<file path="config.mk">
export PLATFORM = sky130hd
export DESIGN_NAME = ipseq_device_flat
export DESIGN_NICKNAME = d
export VERILOG_FILES = /design/src/inc/ipseq_pkg.sv /design/src/inc/ipseq_if.sv /design/src/verilog/ipseq_device.sv /design/src/flat_wrapper.sv
export SDC_FILE = /design/constraint.sdc
export NUM_CORES = 1
export LEC_CHECK = 0
export ABC_CLOCK_PERIOD_IN_PS = 3700
export BUFFER_PORTS_ARGS = -buffer_cell sky130_fd_sc_hd__clkbuf_2
export CAP_MARGIN = 25
export CELL_PAD_IN_SITES_DETAIL_PLACEMENT = 0
export CELL_PAD_IN_SITES_GLOBAL_PLACEMENT = 1
export CORE_MARGIN = 4
export CORE_UTILIZATION = 45
export DETAILED_ROUTE_END_ITERATION = 12
export GPL_ROUTABILITY_DRIVEN = 0
export PLACE_DENSITY_LB_ADDON = 0.1
export SLEW_MARGIN = 20
export SYNTH_ARGS = -nofsm -noshare
export SYNTH_HDL_FRONTEND = slang
export SYNTH_SLANG_ARGS = --single-unit
</file>
<file path="constraint.sdc">
create_clock -name clk -period 3.7 [get_ports clk]
set_input_delay 0.925 -clock clk [delete_from_list [all_inputs] [get_ports clk]]
set_output_delay 0.925 -clock clk [all_outputs]
set_load 0.01 [all_outputs]
</file>
<file path="src/inc/ipseq_pkg.sv">
// Package with the shared constants and types of the internal pattern sequencer.
package ipseq_pkg;
    // ------------------------------------------------------------------
    // Register offsets of the device's own command port.
    // ------------------------------------------------------------------
    localparam logic [3:0] IPSEQ_REG_CTRL     = 4'h0; // Mode, start, polarity, orientation.
    localparam logic [3:0] IPSEQ_REG_PREDARK  = 4'h1; // Pre-exposure dark time in cycles.
    localparam logic [3:0] IPSEQ_REG_EXPOSE   = 4'h2; // Exposure time in cycles.
    localparam logic [3:0] IPSEQ_REG_POSTDARK = 4'h3; // Post-exposure dark time in cycles.
    localparam logic [3:0] IPSEQ_REG_FSDELAY  = 4'h4; // Frame sync delay in cycles.
    localparam logic [3:0] IPSEQ_REG_ESDELAY  = 4'h5; // Exposure strobe delay in cycles.
    localparam logic [3:0] IPSEQ_REG_SETLEN   = 4'h6; // Last pattern index of the set and frame period.
    localparam logic [3:0] IPSEQ_REG_STATUS   = 4'h7; // Running, loaded, ready, pattern index.
    localparam logic [3:0] IPSEQ_REG_PATWR    = 4'h8; // Flash load: index and row data.

    // ------------------------------------------------------------------
    // Control register fields.
    // ------------------------------------------------------------------
    localparam int IPSEQ_CTRL_ENABLE  = 0; // Internal pattern display selected.
    localparam int IPSEQ_CTRL_TRIGIN  = 1; // One is trigger-in, zero is free-running.
    localparam int IPSEQ_CTRL_FSPOL   = 2; // One gives active-high frame sync.
    localparam int IPSEQ_CTRL_ESPOL   = 3; // One gives active-high exposure strobe.
    localparam int IPSEQ_CTRL_COLREP  = 4; // One replicates along columns.
    localparam int IPSEQ_CTRL_START   = 5; // Write one to load and start display.
    localparam logic [7:0] IPSEQ_CTRL_RESET = 8'h0C;

    // ------------------------------------------------------------------
    // Widths and sizes.
    // ------------------------------------------------------------------
    localparam int IPSEQ_DW    = 32; // Register data width.
    localparam int IPSEQ_TW    = 24; // Timer width.
    localparam int IPSEQ_PW    = 16; // One-dimensional pattern width.
    localparam int IPSEQ_DEPTH = 8;  // Patterns held in internal memory.
    localparam int IPSEQ_IW    = 3;  // Pattern index width.

    // ------------------------------------------------------------------
    // Timing.
    // ------------------------------------------------------------------
    localparam int IPSEQ_CLK_MHZ     = 100; // Clock rate.
    localparam int IPSEQ_FS_PULSE_US = 20;  // Least frame sync pulse width.
    localparam logic [IPSEQ_TW-1:0] IPSEQ_FS_PULSE_CYC = IPSEQ_TW'(IPSEQ_FS_PULSE_US * IPSEQ_CLK_MHZ);
    localparam logic [IPSEQ_TW-1:0] IPSEQ_TIME_RESET   = 24'h000010;

    // Pattern phase states.
    typedef enum logic [2:0] {
        IPSEQ_IDLE,
        IPSEQ_LOAD,
        IPSEQ_WAIT,
        IPSEQ_PRE,
        IPSEQ_EXP,
        IPSEQ_POST,
        IPSEQ_FILL
    } ipseq_state_t;
endpackage

</file>
<file path="src/inc/ipseq_if.sv">
// Interface joining the sequencer device and its trigger partner.
interface ipseq_if;
    logic frameSyncOut;      // Frame or pattern-set trigger from the device.
    logic exposureStrobeOut; // Exposure strobe from the device.
    logic patternReady;      // Device can accept a trigger.
    logic patternAdvanceIn;  // Trigger from the partner.

    // Device end.
    modport device (output frameSyncOut, output exposureStrobeOut, output patternReady, input patternAdvanceIn);
    // Partner end.
    modport partner (input frameSyncOut, input exposureStrobeOut, input patternReady, output patternAdvanceIn);
endinterface

</file>
<file path="src/verilog/ipseq_device.sv">
// Internal pattern sequencer: device end with command port and trigger link.
//
// Chosen here: the register addresses and the strobed register port.
module ipseq_device
    import ipseq_pkg::*;
(
    // Clock and reset.
    input  wire logic                 clk,
    input  wire logic                 resetn,
    // Command port.
    input  wire logic [3:0]           regAddr,
    input  wire logic [IPSEQ_DW-1:0]  regWdata,
    input  wire logic                 regWrite,
    input  wire logic                 regRead,
    output logic      [IPSEQ_DW-1:0]  regRdata,
    // Link to the partner.
    ipseq_if.device                   link,
    // Mirror array and illumination.
    output logic      [IPSEQ_PW-1:0]  mirrorLine,
    output logic                      mirrorColumns,
    output logic                      illumOn
);
    // ------------------------------------------------------------------
    // Registers.
    // ------------------------------------------------------------------
    logic [7:0]          ctrl_reg;                 // Control bits.
    logic [IPSEQ_TW-1:0] preDark_reg;              // Pre-dark duration.
    logic [IPSEQ_TW-1:0] expose_reg;               // Exposure duration.
    logic [IPSEQ_TW-1:0] postDark_reg;             // Post-dark duration.
    logic [IPSEQ_TW-1:0] fsDelay_reg;              // Frame sync delay.
    logic [IPSEQ_TW-1:0] esDelay_reg;              // Exposure strobe delay.
    logic [IPSEQ_IW-1:0] setLast_reg;              // Last index of the set.
    logic [IPSEQ_TW-1:0] period_reg;               // Frame period of the set.
    logic [IPSEQ_PW-1:0] flash_reg [IPSEQ_DEPTH];  // Pattern store, cleared by reset.
    logic [IPSEQ_PW-1:0] mem_reg   [IPSEQ_DEPTH];  // Internal display memory.
    logic [IPSEQ_DW-1:0] rdata_reg;                // Read data.
    logic                loaded_reg;               // Memory holds a copy.
    ipseq_state_t        state_reg;                // Phase of the pattern.
    logic [IPSEQ_TW-1:0] phase_reg;                // Phase timer.
    logic [IPSEQ_TW-1:0] frame_reg;                // Frame period timer.
    logic [IPSEQ_IW-1:0] idx_reg;                  // Current pattern.
    logic [IPSEQ_TW-1:0] fsCnt_reg;                // Frame sync delay and pulse timer.
    logic                fsArm_reg;                // Frame sync delay running.
    logic                fsOn_reg;                 // Frame sync pulse active.
    logic [IPSEQ_TW-1:0] esCnt_reg;                // Strobe delay timer.
    logic                esOn_reg;                 // Strobe active.
    logic [IPSEQ_PW-1:0] line_reg;                 // Shown pattern line.
    logic                fsOut_reg;                // Frame sync pin.
    logic                esOut_reg;                // Strobe pin.

    // ------------------------------------------------------------------
    // Decode.
    // ------------------------------------------------------------------
    wire enabled   = ctrl_reg[IPSEQ_CTRL_ENABLE];
    wire trigMode  = ctrl_reg[IPSEQ_CTRL_TRIGIN];
    // A start only counts when the same write also selects internal display.
    wire startCmd  = regWrite && regAddr == IPSEQ_REG_CTRL && regWdata[IPSEQ_CTRL_START] &&
                     regWdata[IPSEQ_CTRL_ENABLE];
    wire patWrite  = regWrite && regAddr == IPSEQ_REG_PATWR;
    wire readyNow  = enabled && trigMode && state_reg == IPSEQ_WAIT;
    wire trigTaken = readyNow && link.patternAdvanceIn;
    wire frameEnd  = frame_reg >= period_reg;
    wire freeGo    = enabled && !trigMode && state_reg == IPSEQ_WAIT && (idx_reg != 3'h0 || frameEnd);
    wire patStart  = trigTaken || freeGo;
    wire setStart  = patStart && idx_reg == 3'h0;
    wire phaseDone = phase_reg >= (state_reg == IPSEQ_PRE ? preDark_reg :
                                   state_reg == IPSEQ_EXP ? expose_reg : postDark_reg);
    wire expStart  = state_reg == IPSEQ_PRE && phaseDone;
    wire esRef     = trigMode ? expStart : patStart;
    wire lastPat   = idx_reg == setLast_reg;

    // Register read selection.
    function automatic logic [IPSEQ_DW-1:0] readMux(input logic [3:0] a);
        case (a)
            IPSEQ_REG_CTRL:     readMux = {24'h000000, ctrl_reg};
            IPSEQ_REG_PREDARK:  readMux = {8'h00, preDark_reg};
            IPSEQ_REG_EXPOSE:   readMux = {8'h00, expose_reg};
            IPSEQ_REG_POSTDARK: readMux = {8'h00, postDark_reg};
            IPSEQ_REG_FSDELAY:  readMux = {8'h00, fsDelay_reg};
            IPSEQ_REG_ESDELAY:  readMux = {8'h00, esDelay_reg};
            IPSEQ_REG_SETLEN:   readMux = {5'h00, setLast_reg, period_reg};
            IPSEQ_REG_STATUS:   readMux = {25'h0000000, idx_reg, 1'b0, readyNow, loaded_reg,
                                           state_reg != IPSEQ_IDLE};
            default:            readMux = 32'h00000000;
        endcase
    endfunction

    assign regRdata               = rdata_reg;
    assign link.patternReady      = readyNow;
    assign link.frameSyncOut      = fsOut_reg;
    assign link.exposureStrobeOut = esOut_reg;
    assign mirrorLine             = line_reg;
    assign mirrorColumns          = ctrl_reg[IPSEQ_CTRL_COLREP];
    assign illumOn                = state_reg == IPSEQ_EXP;

    // ------------------------------------------------------------------
    // Command port writes and read data.
    // ------------------------------------------------------------------
    always_ff @(posedge clk or negedge resetn) begin
        if (!resetn) begin
            ctrl_reg     <= IPSEQ_CTRL_RESET;
            preDark_reg  <= IPSEQ_TIME_RESET;
            expose_reg   <= IPSEQ_TIME_RESET;
            postDark_reg <= IPSEQ_TIME_RESET;
            fsDelay_reg  <= 24'h000000;
            esDelay_reg  <= 24'h000000;
            setLast_reg  <= 3'h0;
            period_reg   <= 24'h000100;
            rdata_reg    <= 32'h00000000;
        end else begin
            rdata_reg <= regRead ? readMux(regAddr) : 32'h00000000;
            if (regWrite) begin
                case (regAddr)
                    IPSEQ_REG_CTRL:     ctrl_reg     <= {3'h0, 1'b0, regWdata[3:0]} |
                                                        {3'h0, regWdata[IPSEQ_CTRL_COLREP], 4'h0};
                    IPSEQ_REG_PREDARK:  preDark_reg  <= regWdata[IPSEQ_TW-1:0];
                    IPSEQ_REG_EXPOSE:   expose_reg   <= regWdata[IPSEQ_TW-1:0];
                    IPSEQ_REG_POSTDARK: postDark_reg <= regWdata[IPSEQ_TW-1:0];
                    IPSEQ_REG_FSDELAY:  fsDelay_reg  <= regWdata[IPSEQ_TW-1:0];
                    IPSEQ_REG_ESDELAY:  esDelay_reg  <= regWdata[IPSEQ_TW-1:0];
                    IPSEQ_REG_SETLEN: begin
                        setLast_reg <= regWdata[26:24];
                        period_reg  <= regWdata[IPSEQ_TW-1:0];
                    end
                    default: begin
                    end
                endcase
            end
        end
    end

    // ------------------------------------------------------------------
    // Pattern store and internal memory, one flip-flop row per entry.
    // ------------------------------------------------------------------
    for (genvar i = 0; i < IPSEQ_DEPTH; i++) begin : gMem
        always_ff @(posedge clk or negedge resetn) begin
            if (!resetn) begin
                flash_reg[i] <= 16'h0000;
                mem_reg[i]   <= 16'h0000;
            end else begin
                if (patWrite && regWdata[18:16] == IPSEQ_IW'(i)) begin
                    flash_reg[i] <= regWdata[IPSEQ_PW-1:0];
                end
                if (state_reg == IPSEQ_LOAD && idx_reg == IPSEQ_IW'(i)) begin
                    mem_reg[i] <= flash_reg[i];
                end
            end
        end
    end

    // ------------------------------------------------------------------
    // Sequencer state machine.
    // ------------------------------------------------------------------
    always_ff @(posedge clk or negedge resetn) begin
        if (!resetn) begin
            state_reg  <= IPSEQ_IDLE;
            phase_reg  <= 24'h000000;
            frame_reg  <= 24'h000000;
            idx_reg    <= 3'h0;
            loaded_reg <= 1'b0;
            line_reg   <= 16'h0000;
        end else begin
            frame_reg <= (setStart || frameEnd) ? 24'h000001 : frame_reg + 24'h000001;
            // The enable bit lands in the same cycle as the start, so a start write must not be lost to it.
            if (!enabled && !startCmd) begin
                state_reg <= IPSEQ_IDLE;
                idx_reg   <= 3'h0;
                line_reg  <= 16'h0000;
            end else begin
                case (state_reg)
                    IPSEQ_IDLE: begin
                        if (startCmd) begin
                            state_reg  <= IPSEQ_LOAD;
                            idx_reg    <= 3'h0;
                            loaded_reg <= 1'b0;
                        end
                    end
                    IPSEQ_LOAD: begin
                        idx_reg <= idx_reg + 3'h1;
                        if (idx_reg == 3'h7) begin
                            state_reg  <= IPSEQ_WAIT;
                            loaded_reg <= 1'b1;
                        end
                    end
                    IPSEQ_WAIT: begin
                        if (patStart) begin
                            state_reg <= IPSEQ_PRE;
                            phase_reg <= 24'h000001;
                        end
                    end
                    IPSEQ_PRE: begin
                        phase_reg <= phase_reg + 24'h000001;
                        if (phaseDone) begin
                            state_reg <= IPSEQ_EXP;
                            line_reg  <= mem_reg[idx_reg];
                            phase_reg <= 24'h000001;
                        end
                    end
                    IPSEQ_EXP: begin
                        phase_reg <= phase_reg + 24'h000001;
                        if (phaseDone) begin
                            state_reg <= IPSEQ_POST;
                            line_reg  <= 16'h0000;
                            phase_reg <= 24'h000001;
                        end
                    end
                    IPSEQ_POST: begin
                        phase_reg <= phase_reg + 24'h000001;
                        if (phaseDone) begin
                            state_reg <= IPSEQ_WAIT;
                            idx_reg   <= lastPat ? 3'h0 : idx_reg + 3'h1;
                        end
                    end
                    default: state_reg <= IPSEQ_IDLE;
                endcase
            end
        end
    end

    // ------------------------------------------------------------------
    // Frame sync: delay from set start, then a fixed-width pulse.
    // ------------------------------------------------------------------
    always_ff @(posedge clk or negedge resetn) begin
        if (!resetn) begin
            fsArm_reg <= 1'b0;
            fsOn_reg  <= 1'b0;
            fsCnt_reg <= 24'h000000;
            fsOut_reg <= 1'b0;
        end else begin
            fsOut_reg <= fsOn_reg ~^ ctrl_reg[IPSEQ_CTRL_FSPOL];
            if (setStart) begin
                fsArm_reg <= 1'b1;
                fsCnt_reg <= 24'h000000;
            end else if (fsArm_reg) begin
                fsCnt_reg <= fsCnt_reg + 24'h000001;
                if (fsCnt_reg >= fsDelay_reg) begin
                    fsArm_reg <= 1'b0;
                    fsOn_reg  <= 1'b1;
                    fsCnt_reg <= 24'h000001;
                end
            end else if (fsOn_reg) begin
                fsCnt_reg <= fsCnt_reg + 24'h000001;
                if (fsCnt_reg >= IPSEQ_FS_PULSE_CYC) begin
                    fsOn_reg <= 1'b0;
                end
            end
        end
    end

    // ------------------------------------------------------------------
    // Exposure strobe: delay from its reference, held through exposure.
    // ------------------------------------------------------------------
    always_ff @(posedge clk or negedge resetn) begin
        if (!resetn) begin
            esCnt_reg <= 24'h000000;
            esOn_reg  <= 1'b0;
            esOut_reg <= 1'b0;
        end else begin
            esOut_reg <= esOn_reg ~^ ctrl_reg[IPSEQ_CTRL_ESPOL];
            if (esRef) begin
                esCnt_reg <= 24'h000001;
            end else if (esCnt_reg != 24'h000000) begin
                esCnt_reg <= esCnt_reg + 24'h000001;
                if (esCnt_reg > esDelay_reg) begin
                    esOn_reg  <= 1'b1;
                    esCnt_reg <= 24'h000000;
                end
            end
            if (state_reg == IPSEQ_EXP && phaseDone) begin
                esOn_reg <= 1'b0;
            end
        end
    end
endmodule

</file>
<file path="src/flat_wrapper.sv">
// flat-port wrapper written by rule: the top's interface ports become plain ports
module ipseq_device_flat import ipseq_pkg::*;
  (clk, resetn, regAddr, regWdata, regWrite, regRead, regRdata, mirrorLine, mirrorColumns, illumOn, link_frameSyncOut, link_exposureStrobeOut, link_patternReady, link_patternAdvanceIn);
  ipseq_if link_i ();
  input  wire logic clk;
  input  wire logic resetn;
  input  wire logic [3:0] regAddr;
  input  wire logic [IPSEQ_DW-1:0] regWdata;
  input  wire logic regWrite;
  input  wire logic regRead;
  output logic      [IPSEQ_DW-1:0] regRdata;
  output logic      [IPSEQ_PW-1:0] mirrorLine;
  output logic mirrorColumns;
  output logic illumOn;
  output wire logic [$bits(link_i.frameSyncOut)-1:0] link_frameSyncOut;
  output wire logic [$bits(link_i.exposureStrobeOut)-1:0] link_exposureStrobeOut;
  output wire logic [$bits(link_i.patternReady)-1:0] link_patternReady;
  input wire logic [$bits(link_i.patternAdvanceIn)-1:0] link_patternAdvanceIn;
  assign link_frameSyncOut = link_i.frameSyncOut;
  assign link_exposureStrobeOut = link_i.exposureStrobeOut;
  assign link_patternReady = link_i.patternReady;
  assign link_i.patternAdvanceIn = link_patternAdvanceIn;
  ipseq_device u_core (.clk(clk), .resetn(resetn), .regAddr(regAddr), .regWdata(regWdata), .regWrite(regWrite), .regRead(regRead), .regRdata(regRdata), .link(link_i), .mirrorLine(mirrorLine), .mirrorColumns(mirrorColumns), .illumOn(illumOn));
endmodule
</file>
==> results of run 1 <==
==> per-layer routing <==
layer	GRT usage (%)	vias up	share of wire (%)
li1	-	8300	-
met1	34.0	9554	47
met2	36.4	375	46
met3	3.85	106	4.3
met4	5.56	2	2.1
met5	0	-	0.012
==> stage by stage <==
stage | cells | hold WS [ns] | util, %
2_1_floorplan | 2210 | 0.438 | -
3_3_place_gp | 3045 | 0.465 | 48.7
3_5_place_dp | 3045 | 0.473 | 48.7
4_1_cts | 3160 | 0.362 | 52.3
5_1_grt | 3172 | 0.383 | 52.8
6_report | 3174 | 0.345 | 52.8
==> cell type report <==
class | instances | area [um2] | area share [%]
antenna | 2 | 5.00 | 0.0160
clock buffer | 97 | 1920 | 6.13
clock inverter | 18 | 228 | 0.728
inverter | 103 | 387 | 1.24
multi-input combinational | 1432 | 12300 | 39.3
sequential | 559 | 14000 | 44.7
tap | 773 | 967 | 3.09
timing repair buffer | 190 | 1500 | 4.79
==> worst paths after layout <==
check                                                  from                                 to  slack, ns
setup / recovery            u_core.state_reg[1]$_DFFE_PN0P_   u_core.esCnt_reg[18]$_DFFE_PN0P_       0.17
hold / removal                                       resetn     u_core.frame_reg[21]$_DFF_PN0_       0.34
setup reg to reg            u_core.state_reg[1]$_DFFE_PN0P_   u_core.esCnt_reg[18]$_DFFE_PN0P_       0.17
hold reg to reg            u_core.flash_reg[98]$_DFFE_PN0P_   u_core.flash_reg[98]$_DFFE_PN0P_       0.49
max in group asynchronous                            resetn  u_core.period_reg[23]$_DFFE_PN0P_       2.39
min in group clk           u_core.flash_reg[98]$_DFFE_PN0P_   u_core.flash_reg[98]$_DFFE_PN0P_       0.49
==> cell usage in the layout, fill, tap and decap left out, drive strengths merged, types with 6 or more instances in the layout <==
master	synthesis	final
dfrtp	553	553
mux2	404	404
clkbuf	80	181
nand2	120	120
nor2	118	118
ha	108	108
inv	103	107
buf	37	106
a22oi	71	71
a21oi	68	68
nand3	65	65
o21ai	54	54
a22o	34	35
mux4	32	32
a31oi	31	31
xnor2	30	30
xor2	30	30
mux2i	25	25
and3	25	25
nand4	22	22
nor3	20	20
a21o	12	12
or2	12	12
nor2b	10	10
clkinv	0	10
nand2b	9	9
o211ai	9	9
nor4	9	9
and2	9	9
o311ai	9	9
a211oi	8	8
or3	7	7
o31ai	6	6
dfstp	6	6
or4	6	6
==> report_power, final <==
part | switching [mW] | leakage (nW) | total, mW | internal, mW
Combinational | 1.20 | 6.40 | 2.27 | 1.07
Sequential | 0.666 | 7.41 | 7.42 | 6.76
Clock | 2.65 | 1.05 | 6.42 | 3.77
==> what timing repair did <==
item,CTS,global route
pin swaps,0,7
gates cloned,0,4
setup buffers,0,8
setup endpoints to repair,22,66
gates resized for setup,4,41
==> cells by family (layout without fill, tap and decap cells) <==
family                     after synthesis  in the layout  synth area share (%)
AOI/OAI and AO/OA                      345            346                  8.85
xor gates and xnor gates                60             60                  1.95
adders and majority gates              108            108                  5.01
buffers and inverters                  220            408                  3.38
DFF                                    559            559                  51.8
muxes                                  461            461                  20.4
other                                    1              7                0.0139
and+or+nand+nor                        452            452                  8.50
==> run summary, run 1 <==
====================================================================================
Run status                                                              complete, no violations
Avg Synthesized Cell Area                                                   12.2 um2
Number of buffers and inverters on the critical path                               6
Layout Skew                                                                0.0204 ns
Pin count of the biggest net entering global routing                              79
Die Y-Extent                                                                  253 um
Routed WL                                                                  74,300 um
Fraction of the yosys area taken by sequential cells                           51.8%
Data arrival time of the worst path                                          4.06 ns
Highest achievable clock rate                                                283 MHz
Insertion delay to the later sink of the worst-skew pair                     0.61 ns
Inserted Clock Buffers                                                            66
Most frequent cell after synthesis                                      sky130_fd_sc_hd__dfrtp_1
Post-DP Area                                                              28,800 um2
Number of buffers inserted for hold repair after clock tree synthesis              0
Worst setup timing slack at the placement stage                            -0.140 ns
Final hold viol count                                                              0
Critical Path Max Stage Delay                                                0.43 ns
Summed area of non-filler cells in the final layout                       31,300 um2
Yosys reg bits                                                                   559
DP HPWL                                                                    51,400 um
Leakage power                                                                14.9 nW
Cell type with the highest aggregate area in the netlist                sky130_fd_sc_hd__dfrtp_1
1st-iter DRT viols                                                             1,315
Area of the core                                                          59,200 um2
CTS HTree Levels                                                                   3
Crit path kind                                                          flip-flop to flip-flop
Maximum vdd drop                                                          0.000361 V
Number of gates on the worst path with buffers counted                            18
Fraction of final layout cells with drive strength greater than 1              33.5%
Die area                                                                  64,000 um2
Max stage delay cell, worst path                                        sky130_fd_sc_hd__dfrtp_1
Instance count of the mapped netlist                                           2,206
Routed len/inst                                                              23.4 um
Cell breakdown of the critical path                                     nor2b_4, and2_4, buf_12, buf_4, a22o_1, a21oi_2, ha_1, a22o_1, o41ai_2, a21oi_1, buf_4, nor2_4, buf_6, a2bb2oi_2, buf_6, nand3b_4, clkbuf_16, nor2_1
Setup Total Neg Slack                                                           0 ns
Cell row count                                                                    89
Number of enable-type register cells in the synthesized netlist                    0
Number of I/O pins                                                                94
Post-layout nets                                                               2,501
Via total after detailed routing                                               18.3k
Main synth FF type                                                      sky130_fd_sc_hd__dfrtp_1
Crit path max fanout                                                              13
# fillers                                                                      5,115
Tightest Hold Check Type                                                primary input to async pin
Worst-path clk slew                                                          0.06 ns
Total number of yosys warnings                                                     0
CP startpoint kind                                                         flip-flop
Relative slew slack                                                            31.5%
Family of cells with the greatest summed delay on the critical path     compound AO/OA/AOI/OAI gates
Buffer depth of the longest clock path                                             3
Tightest Pin Transition                                                      1.02 ns
Distinct cells, synth                                                             84
Drt via density                                                                 5.78
Maximum Capacitance Violations                                                     0
Worst reg2reg path depth                                                          18
Post-synth design cell area                                               27,000 um2
Drt pass-1 iters                                                                   5
Total design power                                                           16.1 mW
Power density over the cells                                              515 nW/um2
Die X                                                                         253 um
Number of buffers added on ports                                                  83
Area fraction of the dominant cell type after synthesis                        51.3%
Routed Antenna Nets                                                                0
Setup violators final                                                              0
Share of flip-flops with an asynchronous set or reset after synthesis           100%
CTS tree                                                                        done
GRT Total Usage                                                                23.2%
Post-route clock period utilization                                            95.5%
Number of remaining DRC errors                                                     0
Number of global-route vias before repair                                      18.8k
Clock tree root driver cell                                             sky130_fd_sc_hd__clkbuf_16
Critical Path Sink Type                                                    flip-flop
List of most frequent post-synthesis cells                              sky130_fd_sc_hd__dfrtp_1 (553), sky130_fd_sc_hd__mux2_2 (403), sky130_fd_sc_hd__nand2_1 (120)
Overflow left after global routing                                                 0
Clk sink count                                                                   559
Leading cell types by total area after synthesis                        sky130_fd_sc_hd__dfrtp_1 (51%), sky130_fd_sc_hd__mux2_2 (17%), sky130_fd_sc_hd__ha_1 (5.0%)
Data required time of the worst path                                         4.23 ns
Antenna violations before repair                                                   1
Global-route wire length before repair                                    114,000 um
Count of final max-slew check failures                                             0
Signed area change from the synthesized netlist to the final layout            15.9%
Final critical delay including setup and external delays                     3.53 ns
Setup slack of the critical path after layout                               0.167 ns
Initial core utilization                                                       45.6%
====================================================================================
Note: power is estimated with default switching activity, not from simulation.
==> inputs of run 2 (changes only) <==
Settings changed: ABC_AREA set to 1, ABC_CLOCK_PERIOD_IN_PS 3700 to 4500.
Clock period 3.7 ns to 4.5 ns, I/O delays scaled along.
==> run 2 against run 1 <==
Against the previous run: maximum frequency fell by 12%; cell count rose by 25%; clock power is 15% lower; total power decreased by 5.7%; critical path type unchanged; combinational power increased by 52%; utilization down 1.6 points; global-route usage grew 2.9 points; cell area is 1.0% lower; die area grew 1.9%; via count grew 20%; clock skew is 0.029 ns higher.
==> run summary, run 2 <==
====================================================================================
Number of enable-type register cells in the synthesized netlist                    0   unchanged
Total number of yosys warnings                                                     0   unchanged
Drt via density                                                                 5.58   -3.4%
CTS tree                                                                        done
Drt pass-1 iters                                                                   5   unchanged
Fraction of the yosys area taken by sequential cells                           50.9%   -0.99 points
Setup violators final                                                              0   unchanged
Data arrival time of the worst path                                          4.63 ns   +0.57 ns
Routed WL                                                                  85,200 um   +15%
Share of flip-flops with an asynchronous set or reset after synthesis           100%   unchanged
Routed len/inst                                                              21.6 um   -8.0%
Data required time of the worst path                                         5.10 ns   +0.87 ns
Initial core utilization                                                       45.5%   -0.061 points
Post-layout nets                                                               3,270   +31%
Relative slew slack                                                            26.0%   -5.5 points
Critical Path Sink Type                                                    flip-flop
Number of buffers inserted for hold repair after clock tree synthesis              0   unchanged
Tightest Hold Check Type                                                primary input to async pin
Die Y-Extent                                                                  255 um   +0.93%
Insertion delay to the later sink of the worst-skew pair                     0.66 ns   +0.05 ns
Final hold viol count                                                              0   unchanged
Fraction of final layout cells with drive strength greater than 1              13.2%   -20 points
Setup Total Neg Slack                                                           0 ns   unchanged
GRT Total Usage                                                                26.1%   +2.9 points
1st-iter DRT viols                                                             1,717   +31%
Number of buffers added on ports                                                  83   unchanged
Leading cell types by total area after synthesis                        sky130_fd_sc_hd__dfrtp_1 (50%), sky130_fd_sc_hd__nand2_1 (8.7%), sky130_fd_sc_hd__o21ai_0 (7.3%)
Clock tree root driver cell                                             sky130_fd_sc_hd__clkbuf_16
Distinct cells, synth                                                             56   -33%
Main synth FF type                                                      sky130_fd_sc_hd__dfrtp_1
Highest achievable clock rate                                                248 MHz   -12%
Post-synth design cell area                                               27,500 um2   +1.9%
Instance count of the mapped netlist                                           3,066   +39%
Cell row count                                                                    90   +1.1%
Layout Skew                                                                0.0491 ns   +0.0286 ns
CTS HTree Levels                                                                   2   -1
Pin count of the biggest net entering global routing                              88   +11%
DP HPWL                                                                    58,400 um   +14%
Post-route clock period utilization                                            89.7%   -5.8 points
Post-CTS resize count                                                              0   -4
Clk sink count                                                                   559   unchanged
Die X                                                                         255 um   +0.93%
Via total after detailed routing                                               22.1k   +20%
Number of remaining DRC errors                                                     0   unchanged
Post-CTS Setup Repair Bufs                                                         0   unchanged
List of most frequent post-synthesis cells                              sky130_fd_sc_hd__nand2_1 (639), sky130_fd_sc_hd__dfrtp_1 (553), sky130_fd_sc_hd__o21ai_0 (403)
Maximum vdd drop                                                          0.000351 V   -2.7%
Routed Antenna Nets                                                                0   unchanged
Worst-path clk slew                                                          0.06 ns   about the same
Run status                                                              complete, no violations
Inserted Clock Buffers                                                            61   -7.6%
Leakage power                                                                15.1 nW   +1.6%
Tightest Pin Transition                                                      1.11 ns   +0.0845 ns
Area of the core                                                          60,500 um2   +2.1%
Avg Synthesized Cell Area                                                   8.98 um2   -27%
Signed area change from the synthesized netlist to the final layout            12.5%
Overflow left after global routing                                                 0   unchanged
Power density over the cells                                              491 nW/um2   -4.7%
Number of I/O pins                                                                94   unchanged
Die area                                                                  65,200 um2   +1.9%
Antenna cell count                                                                 0   -2
Unrepaired setup endpoints after global routing                                   no
Most used cells in the layout excluding fill and tap cells              sky130_fd_sc_hd__nand2_1 (638), sky130_fd_sc_hd__dfrtp_1 (552), sky130_fd_sc_hd__o21ai_0 (403)
Area fraction of the dominant cell type after synthesis                        50.3%   -0.97 points
Crit path kind                                                          flip-flop to flip-flop
CP startpoint kind                                                         flip-flop
Yosys reg bits                                                                   559   unchanged
Final critical delay including setup and external delays                     4.03 ns   +0.502 ns
Most frequent cell after synthesis                                      sky130_fd_sc_hd__nand2_1
Antenna violations before repair                                                   6   +5
Buffer depth of the longest clock path                                             3   unchanged
Final core area utilization                                                    51.2%   -1.6 points
Global-route wire length before repair                                    131,000 um   +15%
Count of final max-slew check failures                                             0   unchanged
Number of global-route vias before repair                                      21.5k   +14%
# fillers                                                                      5,739   +12%
Maximum Capacitance Violations                                                     0   unchanged
Crit path max fanout                                                              28   +15
Cell type with the highest aggregate area in the netlist                sky130_fd_sc_hd__dfrtp_1
Commonest non-fill, non-tap cell in the layout                          sky130_fd_sc_hd__nand2_1
====================================================================================
## run 2: cell type report
class                      instances  area (um2)  area share, %
inverter                         270        1020           3.28
clock buffer                      90        1820           5.86
timing repair buffer             137         902           2.91
clock inverter                    24         388           1.25
multi-input combinational       2092       11900           38.3
tap                              782         978           3.16
sequential                       559       14000           45.2
## run 2: logic make-up after synthesis
| kind of cell | Yosys count | synth area share (%) |
|---|---|---|
| compound gates | 669 | 13.6 |
| xor+xnor | 65 | 2.07 |
| fa+ha+maj | 108 | 4.91 |
| buf+inv | 419 | 6.06 |
| flops | 559 | 50.9 |
| mux | 127 | 5.20 |
| other cells | 1 | 0.0136 |
| simple gates | 1118 | 17.2 |
## run 2: metrics by stage
step / hold WS (ns) / worst slack [ns] / std cells / cell area (um2) / total power [mW]
floorplan: 0.437 / 1.38 / 3070 / 27500 / 8.58
global placement: 0.462 / 0.591 / 3839 / 28800 / 9.72
detailed placement: 0.469 / 0.505 / 3840 / 28800 / 9.83
CTS: 0.467 / 0.502 / 3954 / 31000 / 15.3
global route: 0.497 / 0.135 / 3954 / 31000 / 16.0
finish: 0.453 / 0.465 / 3954 / 31000 / 15.2
## run 2: worst paths after layout
check / cells past startpoint / from / endpoint / slack [ns]
min in group clk: 1 / u_core.flash_reg[67]$_DFFE_PN0P_ / u_core.mem_reg[67]$_DFFE_PN0P_ / 0.48
worst max register to register: 19 / u_core.state_reg[2]$_DFFE_PN0P_ / u_core.mirrorLine[11]$_DFFE_PN0P_ / 0.47
worst max-delay path: 19 / u_core.state_reg[2]$_DFFE_PN0P_ / u_core.mirrorLine[11]$_DFFE_PN0P_ / 0.47
worst min register to register: 1 / u_core.flash_reg[67]$_DFFE_PN0P_ / u_core.mem_reg[67]$_DFFE_PN0P_ / 0.48
worst min-delay path: 1 / resetn / u_core.frame_reg[22]$_DFF_PN0_ / 0.45
max in group asynchronous: 3 / resetn / u_core.mem_reg[107]$_DFFE_PN0P_ / 2.77
## run 2: per-layer routing
| metal | part of all wire, % | wire length [um] | global-route usage [%] |
|---|---|---|---|
| met1 | 45 | 38200 | 36.9 |
| met2 | 46 | 39600 | 42.3 |
| met3 | 5.8 | 4940 | 3.90 |
| met4 | 2.9 | 2470 | 7.34 |
| met5 | 0.049 | 42 | 0 |
## run 2: report_power, final
group          switching [mW]  leakage, nW  internal (mW)  total [mW]
registers               0.597         7.49           5.70        6.30
logic                    2.30         6.53           1.16        3.46
clock network            2.18         1.09           3.26        5.43
## run 2: critical path: stages, from the launching register on
cell	delay, ns
sky130_fd_sc_hd__dfrtp_1	0.62
sky130_fd_sc_hd__inv_4	0.10
sky130_fd_sc_hd__nand2_2	0.12
sky130_fd_sc_hd__nor2_4	0.04
sky130_fd_sc_hd__inv_2	0.07
sky130_fd_sc_hd__nand2_4	0.10
sky130_fd_sc_hd__inv_2	0.48
sky130_fd_sc_hd__a21oi_1	0.31
sky130_fd_sc_hd__ha_1	0.37
sky130_fd_sc_hd__nand2_1	0.05
sky130_fd_sc_hd__nor2_1	0.15
sky130_fd_sc_hd__nand4_1	0.14
sky130_fd_sc_hd__nor2_1	0.13
sky130_fd_sc_hd__nand2_1	0.10
sky130_fd_sc_hd__nand3_1	0.15
sky130_fd_sc_hd__buf_4	0.22
sky130_fd_sc_hd__nand2_1	0.11
sky130_fd_sc_hd__nor2_4	0.43
sky130_fd_sc_hd__o211ai_1	0.19
sky130_fd_sc_hd__nand2_1	0.10
